<file path="config.mk">
export PLATFORM = sky130hd
export DESIGN_NAME = cmpm_top
export DESIGN_NICKNAME = d
export VERILOG_FILES = /design/src/pkg/cmpm_pkg.sv /design/src/core/cmpm_sync3.sv /design/src/core/cmpm_top.sv
export SDC_FILE = /design/constraint.sdc
export NUM_CORES = 1
export LEC_CHECK = 0
export ABC_AREA = 1
export BUFFER_PORTS_ARGS = -buffer_cell sky130_fd_sc_hd__buf_2
export CAP_MARGIN = 20
export CORE_ASPECT_RATIO = 0.75
export CORE_MARGIN = 8
export CORE_UTILIZATION = 48
export DETAILED_ROUTE_END_ITERATION = 10
export GPL_ROUTABILITY_DRIVEN = 0
export PLACE_DENSITY = 0.9
export SLEW_MARGIN = 20
export SYNTH_ARGS = -nofsm -noshare
export SYNTH_HDL_FRONTEND = slang
export SYNTH_SLANG_ARGS = --single-unit
</file>
<file path="constraint.sdc">
create_clock -name ref_clk_in -period 1.2 [get_ports ref_clk_in]
set_input_delay 0.24 -clock ref_clk_in [delete_from_list [all_inputs] [get_ports ref_clk_in]]
set_output_delay 0.24 -clock ref_clk_in [all_outputs]
set_load 0.005 [all_outputs]
</file>
<file path="src/pkg/cmpm_pkg.sv">
package cmpm_pkg;

    ////////////////////////////////////////////////////////////////////////////
    // register map, io address space
    localparam int IO_AW = 6;
    localparam logic [5:0] CMP_VALUE_OFS = 6'h23;
    localparam logic [5:0] FLAGS_OFS = 6'h36;
    localparam logic [5:0] MASK_OFS = 6'h37;

    ////////////////////////////////////////////////////////////////////////////
    // field positions
    localparam int CMP_BIT = 7;
    localparam int OVF_BIT = 6;

    ////////////////////////////////////////////////////////////////////////////
    // reset values
    localparam logic [7:0] CMP_VALUE_RST = 8'h00;
    localparam logic [7:0] FLAGS_RST = 8'h00;
    localparam logic [7:0] MASK_RST = 8'h00;
    localparam logic [7:0] RDATA_RST = 8'h00;

    // compare output mode field value that leaves the pin to the port
    localparam logic [1:0] COM_OFF = 2'h0;

    ////////////////////////////////////////////////////////////////////////////
    // carriers
    typedef struct packed {
        logic [5:0] addr;
        logic [7:0] wdata;
        logic we;
        logic re;
    } cmpm_io_req_t;

    typedef struct packed {
        logic [1:0] wide_mode;
        logic [1:0] carrier_mode;
        logic wide_wave;
        logic carrier_wave;
        logic latch;
        logic direction;
    } cmpm_pin_ctl_t;

    typedef enum {
        SRC_PORT,
        SRC_WIDE,
        SRC_CARRIER,
        SRC_AND,
        SRC_OR
    } cmpm_pin_src_t;

endpackage

</file>
<file path="src/core/cmpm_sync3.sv">
module cmpm_sync3 (
    input wire logic ref_clk_in,
    input wire logic rstn_in,
    input wire logic async_in,
    output logic sync_out
);

    logic s1_q;
    logic s2_q;
    logic s3_q;
    logic out_q;
    logic out_d;

    ////////////////////////////////////////////////////////////////////////////
    // accept a change only once the two later stages agree
    always_comb begin
        out_d = out_q;
        if (s2_q == s3_q) begin
            out_d = s3_q;
        end
    end

    always_ff @(posedge ref_clk_in or negedge rstn_in) begin
        if (!rstn_in) begin
            s1_q <= 1'b0;
            s2_q <= 1'b0;
            s3_q <= 1'b0;
            out_q <= 1'b0;
        end else begin
            s1_q <= async_in;
            s2_q <= s1_q;
            s3_q <= s2_q;
            out_q <= out_d;
        end
    end

    assign sync_out = out_q;

endmodule // cmpm_sync3

</file>
<file path="src/core/cmpm_top.sv">
// Behaviour
// - hold 8-bit compare value, compare with counter every timer tick.
// - compare irq needs mask bit 7, global enable and compare flag.
// - overflow irq needs mask bit 6, global enable and overflow flag.
// - flag bit 7 sets when counter equals compare value.
// - flag bit 6 sets when the 8-bit counter overflows.
// - in pwm modes overflow flag sets on direction reversal at bottom.
// - each flag clears when its interrupt handler is entered.
// - writing one clears a flag, writing zero leaves it.
// - modulator inputs are wide timer unit c and carrier compare outputs.
// - modulator disabled while the legacy compatibility fuse is set.
// - a nonzero mode field lets that compare output replace the latch.
// - modulator turns on by itself when both outputs are enabled.
// - while modulating, latch low selects and, latch high selects or.
// - direction bit alone controls the pin output driver.
// - modulated resolution drops by carrier period in system clocks.
module cmpm_top (
    input wire logic ref_clk_in,
    input wire logic rstn_in,
    input cmpm_pkg::cmpm_io_req_t io_req_in,
    output logic [7:0] io_rdata_out,
    input wire logic [7:0] counter_value_in,
    input wire logic timer_tick_in,
    input wire logic counter_overflow_in,
    input wire logic bottom_reverse_in,
    input wire logic pwm_mode_in,
    input wire logic global_irq_enable_in,
    input wire logic compare_irq_ack_in,
    input wire logic overflow_irq_ack_in,
    input cmpm_pkg::cmpm_pin_ctl_t pin_ctl_in,
    input wire logic compat_fuse_in,
    output logic compare_match_out,
    output logic compare_irq_out,
    output logic overflow_irq_out,
    output logic shared_output_pin_out,
    output logic shared_output_pin_oe_out
);

    ////////////////////////////////////////////////////////////////////////////
    // declarations
    logic [7:0] compare_value_q;
    logic [7:0] compare_value_d;
    logic [1:0] irq_enable_q;
    logic [1:0] irq_enable_d;
    logic compare_match_flag_q;
    logic compare_match_flag_d;
    logic overflow_flag_q;
    logic overflow_flag_d;
    logic [7:0] rdata_q;
    logic [7:0] rdata_d;
    logic match_q;
    logic match_d;
    logic cmp_irq_q;
    logic cmp_irq_d;
    logic ovf_irq_q;
    logic ovf_irq_d;
    logic pin_q;
    logic pin_d;
    logic pin_oe_q;
    logic pin_oe_d;
    logic compat_mode;
    logic cmp_set;
    logic ovf_set;
    logic cmp_clr;
    logic ovf_clr;
    logic wide_on;
    logic carrier_on;
    cmpm_pkg::cmpm_pin_src_t pin_src;

    ////////////////////////////////////////////////////////////////////////////
    // helpers
    function automatic logic io_write_hit(input cmpm_pkg::cmpm_io_req_t req,
                                          input logic [5:0] ofs);
        io_write_hit = req.we && (req.addr == ofs);
    endfunction

    function automatic logic io_read_hit(input cmpm_pkg::cmpm_io_req_t req,
                                         input logic [5:0] ofs);
        io_read_hit = req.re && (req.addr == ofs);
    endfunction

    ////////////////////////////////////////////////////////////////////////////
    // fuse level comes from outside the clock domain
    cmpm_sync3 u_fuse_sync (
        .ref_clk_in(ref_clk_in),
        .rstn_in(rstn_in),
        .async_in(compat_fuse_in),
        .sync_out(compat_mode)
    );

    ////////////////////////////////////////////////////////////////////////////
    // register writes
    always_comb begin
        compare_value_d = compare_value_q;
        irq_enable_d = irq_enable_q;
        if (io_write_hit(io_req_in, cmpm_pkg::CMP_VALUE_OFS)) begin
            compare_value_d = io_req_in.wdata;
        end
        if (io_write_hit(io_req_in, cmpm_pkg::MASK_OFS)) begin
            irq_enable_d = {io_req_in.wdata[cmpm_pkg::CMP_BIT],
                            io_req_in.wdata[cmpm_pkg::OVF_BIT]};
        end
    end

    always_ff @(posedge ref_clk_in or negedge rstn_in) begin
        if (!rstn_in) begin
            compare_value_q <= cmpm_pkg::CMP_VALUE_RST;
            irq_enable_q <= {cmpm_pkg::MASK_RST[cmpm_pkg::CMP_BIT],
                             cmpm_pkg::MASK_RST[cmpm_pkg::OVF_BIT]};
        end else begin
            compare_value_q <= compare_value_d;
            irq_enable_q <= irq_enable_d;
        end
    end

    ////////////////////////////////////////////////////////////////////////////
    // event flags; a set in the clearing cycle wins
    always_comb begin
        cmp_set = timer_tick_in && (counter_value_in == compare_value_q);
        match_d = cmp_set;
        // pwm modes raise overflow at the bottom turn instead of the wrap
        ovf_set = pwm_mode_in ? bottom_reverse_in : counter_overflow_in;
        cmp_clr = compare_irq_ack_in;
        ovf_clr = overflow_irq_ack_in;
        if (io_write_hit(io_req_in, cmpm_pkg::FLAGS_OFS)) begin
            cmp_clr = cmp_clr || io_req_in.wdata[cmpm_pkg::CMP_BIT];
            ovf_clr = ovf_clr || io_req_in.wdata[cmpm_pkg::OVF_BIT];
        end
        compare_match_flag_d = cmp_set || (compare_match_flag_q && !cmp_clr);
        overflow_flag_d = ovf_set || (overflow_flag_q && !ovf_clr);
    end

    always_ff @(posedge ref_clk_in or negedge rstn_in) begin
        if (!rstn_in) begin
            compare_match_flag_q <= cmpm_pkg::FLAGS_RST[cmpm_pkg::CMP_BIT];
            overflow_flag_q <= cmpm_pkg::FLAGS_RST[cmpm_pkg::OVF_BIT];
            match_q <= 1'b0;
        end else begin
            compare_match_flag_q <= compare_match_flag_d;
            overflow_flag_q <= overflow_flag_d;
            match_q <= match_d;
        end
    end

    ////////////////////////////////////////////////////////////////////////////
    // interrupt requests, one cycle behind the flags
    always_comb begin
        cmp_irq_d = irq_enable_q[1] && global_irq_enable_in && compare_match_flag_q;
        ovf_irq_d = irq_enable_q[0] && global_irq_enable_in && overflow_flag_q;
    end

    always_ff @(posedge ref_clk_in or negedge rstn_in) begin
        if (!rstn_in) begin
            cmp_irq_q <= 1'b0;
            ovf_irq_q <= 1'b0;
        end else begin
            cmp_irq_q <= cmp_irq_d;
            ovf_irq_q <= ovf_irq_d;
        end
    end

    ////////////////////////////////////////////////////////////////////////////
    // read data, registered; unmapped offsets read zero
    always_comb begin
        rdata_d = rdata_q;
        if (io_read_hit(io_req_in, cmpm_pkg::CMP_VALUE_OFS)) begin
            rdata_d = compare_value_q;
        end else if (io_read_hit(io_req_in, cmpm_pkg::FLAGS_OFS)) begin
            rdata_d = {compare_match_flag_q, overflow_flag_q, 6'h00};
        end else if (io_read_hit(io_req_in, cmpm_pkg::MASK_OFS)) begin
            rdata_d = {irq_enable_q, 6'h00};
        end else if (io_req_in.re) begin
            rdata_d = 8'h00;
        end
    end

    always_ff @(posedge ref_clk_in or negedge rstn_in) begin
        if (!rstn_in) begin
            rdata_q <= cmpm_pkg::RDATA_RST;
        end else begin
            rdata_q <= rdata_d;
        end
    end

    ////////////////////////////////////////////////////////////////////////////
    // shared pin modulator
    always_comb begin
        wide_on = pin_ctl_in.wide_mode != cmpm_pkg::COM_OFF;
        carrier_on = pin_ctl_in.carrier_mode != cmpm_pkg::COM_OFF;
        pin_src = cmpm_pkg::SRC_PORT;
        if (wide_on && carrier_on && !compat_mode) begin
            // no enable bit: both outputs on means modulate
            pin_src = pin_ctl_in.latch ? cmpm_pkg::SRC_OR : cmpm_pkg::SRC_AND;
        end else if (wide_on) begin
            // legacy mode with both on: wide unit keeps the pin
            pin_src = cmpm_pkg::SRC_WIDE;
        end else if (carrier_on) begin
            pin_src = cmpm_pkg::SRC_CARRIER;
        end
    end

    always_comb begin
        // sampled per system clock, so a pwm edge inside a carrier period is lost
        case (pin_src)
            cmpm_pkg::SRC_PORT: pin_d = pin_ctl_in.latch;
            cmpm_pkg::SRC_WIDE: pin_d = pin_ctl_in.wide_wave;
            cmpm_pkg::SRC_CARRIER: pin_d = pin_ctl_in.carrier_wave;
            cmpm_pkg::SRC_AND: pin_d = pin_ctl_in.wide_wave && pin_ctl_in.carrier_wave;
            cmpm_pkg::SRC_OR: pin_d = pin_ctl_in.wide_wave || pin_ctl_in.carrier_wave;
            default: pin_d = pin_ctl_in.latch;
        endcase
        pin_oe_d = pin_ctl_in.direction;
    end

    always_ff @(posedge ref_clk_in or negedge rstn_in) begin
        if (!rstn_in) begin
            pin_q <= 1'b0;
            pin_oe_q <= 1'b0;
        end else begin
            pin_q <= pin_d;
            pin_oe_q <= pin_oe_d;
        end
    end

    ////////////////////////////////////////////////////////////////////////////
    // outputs
    assign io_rdata_out = rdata_q;
    assign compare_match_out = match_q;
    assign compare_irq_out = cmp_irq_q;
    assign overflow_irq_out = ovf_irq_q;
    assign shared_output_pin_out = pin_q;
    assign shared_output_pin_oe_out = pin_oe_q;
endmodule // cmpm_top

</file>
==> results.sh <==
export IMPL_dp_hpwl_um=2542
export IMPL_switchingPower_uw=614.4
export IMPL_track_usage=0.1441
export IMPL_cts_tree="built"
export IMPL_post_route_drc_count=0
export IMPL_combPwrFrac=0.150
export IMPL_placeableCoreArea_um2=2872
export IMPL_hold_ws_ns=0.05762
export IMPL_numCtsBuffers=5
export IMPL_worst_slew_pin_slew_ns=0.3543
export IMPL_antenna_found_initial=0
export IMPL_timing_final_crit_share=0.9563
export IMPL_ys_types=23
export IMPL_die_width_um=78.75
export IMPL_fin_nets=282
export IMPL_routed_wl_um=3304
export IMPL_die_area_um2=4966
export IMPL_firstDrtPassIters=4
export IMPL_cp_arrival_ns=1.36
export IMPL_syn_nets=220
export IMPL_status="completed"
export IMPL_syn_area_um2=1418
export IMPL_clock_fmax_mhz=871.4
export IMPL_mostFrequentLayoutCells="nand2_1 (63), buf_2 (54), dfrtp_1 (29)"
export IMPL_rsz0062_at_grt="no"
export IMPL_ys_top_cells_by_area="dfrtp_1 (51%), nand2_1 (17%), inv_1 (7.4%)"
export IMPL_grt_pass1_vias=1307
export IMPL_postRouteAntennaNets=0
export IMPL_critical_path_class="reg2reg"
export IMPL_syn_to_final_growth_pct=28.68
export IMPL_vias_per_cell=4.695
export IMPL_path_max_fanout=3
export IMPL_leakage_nw=1.088
export IMPL_yosysTopAreaCellShare=0.5119
export IMPL_regArea_um2=725.7
export IMPL_final_max_slew_viol_count=0
export IMPL_row_count=17
export IMPL_grt_max_degree=30
export IMPL_slew_headroom=0.7638
export IMPL_synthCells=178
export IMPL_clockPowerShare=0.346
export IMPL_path_clk_slew_ns=0.07
export IMPL_final_util=0.6353
export IMPL_fillers=251
export IMPL_ys_warn_count=0
export IMPL_htree_levels=2
export IMPL_die_h_um=63.07
export IMPL_ys_seq_area_frac=0.5119
export IMPL_maxCapViolations=0
export IMPL_clkLatencyLatePin_ns=0.28
export IMPL_hold_path_class="in2reg"
export IMPL_cts_sinks=29
export IMPL_cts_resized=0
export IMPL_ir_drop_mv=0.5990
export IMPL_layout_drive_gt1_share=0.3195
export IMPL_timing_final_ws_setup_ns=0.05238
export IMPL_startpoint_type="flop"
export IMPL_hold_viol_final=0
export IMPL_finalCriticalPeriod_ns=1.148
export IMPL_drt_iter0_drc=84
export IMPL_internal_power_mw=1.603
export IMPL_place_port_buffers=54
export IMPL_grt_overflow=0
export IMPL_ys_seq_elements=29
export IMPL_setup_viol=0
export IMPL_p_sw_frac=0.2770
export IMPL_tns_ns=0
export IMPL_layout_commonest_cell="nand2_1"
export IMPL_pre_cts_ws_ns=0.01406
export IMPL_cts_root_buf="clkbuf_8"
export IMPL_initial_core_util=0.4937
export IMPL_antenna_cells=0
export IMPL_clk_path_buf_depth=2
export IMPL_vias=1310
export IMPL_cp_end_kind="flop"
export IMPL_seq_power_share=0.504
export IMPL_io_pins=55
export IMPL_post_drt_wl_per_cell_um=11.84
export IMPL_multi_input_area_um2=568.0
export IMPL_synth_top_area_cell="dfrtp_1"
export IMPL_grt_pass1_wl_um=5609
export IMPL_crit_required_ns=1.42
export IMPL_avgSynthCellArea_um2=7.964
export IMPL_clock_skew_ns=0.006942
export IMPL_powerDensity_nw_per_um2=1216
path summary, 6_finish.rpt:
| kind | slack [ns] | end | startpoint | cells after the start |
|---|---|---|---|---|
| worst max-delay path | 0.05 | compare_match_flag_q | compare_value_q[4] | 6 |
| min in group asynchronous | 0.51 | shared_output_pin_oe_out | rstn_in | 3 |
| worst min register to register | 0.35 | u_fuse_sync.s2_q | u_fuse_sync.s1_q | 0 |
| worst max register to register | 0.05 | compare_match_flag_q | compare_value_q[4] | 6 |
| max in group asynchronous | 0.42 | overflow_flag_q | rstn_in | 3 |
| worst min-delay path | 0.06 | shared_output_pin_oe_out | pin_ctl_in[0] | 1 |
power groups by stage:
stage	Clock [mW]	Sequential, mW	Combinational, mW
2_1_floorplan	0	1.12	0.184
3_3_place_gp	0	1.13	0.316
3_5_place_dp	0	1.13	0.329
4_1_cts	0.780	1.12	0.337
5_1_grt	0.829	1.13	0.385
6_report	0.766	1.12	0.333
stage by stage:
| step | total power, mW | cells | cell area (µm²) |
|---|---|---|---|
| after detailed placement | 1.464 | 270 | 1728 |
| after global placement | 1.449 | 270 | 1728 |
| after CTS | 2.234 | 279 | 1824 |
| after floorplan | 1.304 | 178 | 1418 |
| after global routing | 2.343 | 279 | 1824 |
| final | 2.218 | 279 | 1824 |
area by class of cell:
cell class | count | share of cell area
flip-flops and latches | 29 | 0.3978
multi-input cells | 119 | 0.3114
repair buffers | 56 | 0.1578
inverters | 29 | 0.05967
clock buffers | 5 | 0.03772
well taps | 38 | 0.02606
clock inverters | 3 | 0.009602
synthesized netlist by cell type, drive strengths merged:
master   n
nand2   68
dfrtp   29
inv     29
nor2    21
o21ai   10
nand4    7
nand3    5
a21boi   1
a21oi    1
buf      1
maj3     1
mux2i    1
nor3     1
o211ai   1
o21bai   1
or2      1
registers in the layout (all words and copies together) (netlist names):
| name | cells |
|---|---|
| compare_irq_out | 1 |
| compare_match_flag_q | 1 |
| compare_match_out | 1 |
| compare_value_q | 8 |
| io_rdata_out | 8 |
| irq_enable_q | 2 |
| overflow_flag_q | 1 |
| overflow_irq_out | 1 |
| shared_output_pin_oe_out | 1 |
| shared_output_pin_out | 1 |
| u_fuse_sync.s1_q | 1 |
| u_fuse_sync.s2_q | 1 |
| u_fuse_sync.s3_q | 1 |
| u_fuse_sync.sync_out | 1 |
worst max-delay path: stages, from the launching register on:
cell and delay [ns]:
dfrtp_1 0.39, inv_1 0.08, a21boi_0 0.17, nand2_1 0.08
nor2_1 0.13, nand3_1 0.14, nand2_1 0.11
routing by layer:
| metal | up-vias | track usage | wire, µm |
|---|---|---|---|
| li1 | 671 | - | - |
| met1 | 575 | 0.1604 | 1329 |
| met2 | 51 | 0.2157 | 1541 |
| met3 | 13 | 0.05949 | 311 |
| met4 | 0 | 0.1083 | 122 |
| met5 | - | 0 | 0 |
cell families (layout without fill, tap and decap cells):
group,after synthesis,in the layout,synth area share
buffers and inverters,30,93,0.08737
AND/OR/NAND/NOR,103,103,0.3266
flip-flops,29,29,0.5119
AO/OA/AOI/OAI,14,14,0.06002
multiplexers,1,1,0.007061
adder cells (fa/ha/maj),1,1,0.007061
repair_timing:
| item | in CTS | in global routing |
|---|---|---|
| hold buffers | 1 | 0 |
| endpoints found under the setup margin | 0 | 0 |
| endpoints found under the hold margin | 29 | 0 |
| buffers inserted | 0 | 0 |
(Power assumes the default switching activity.)
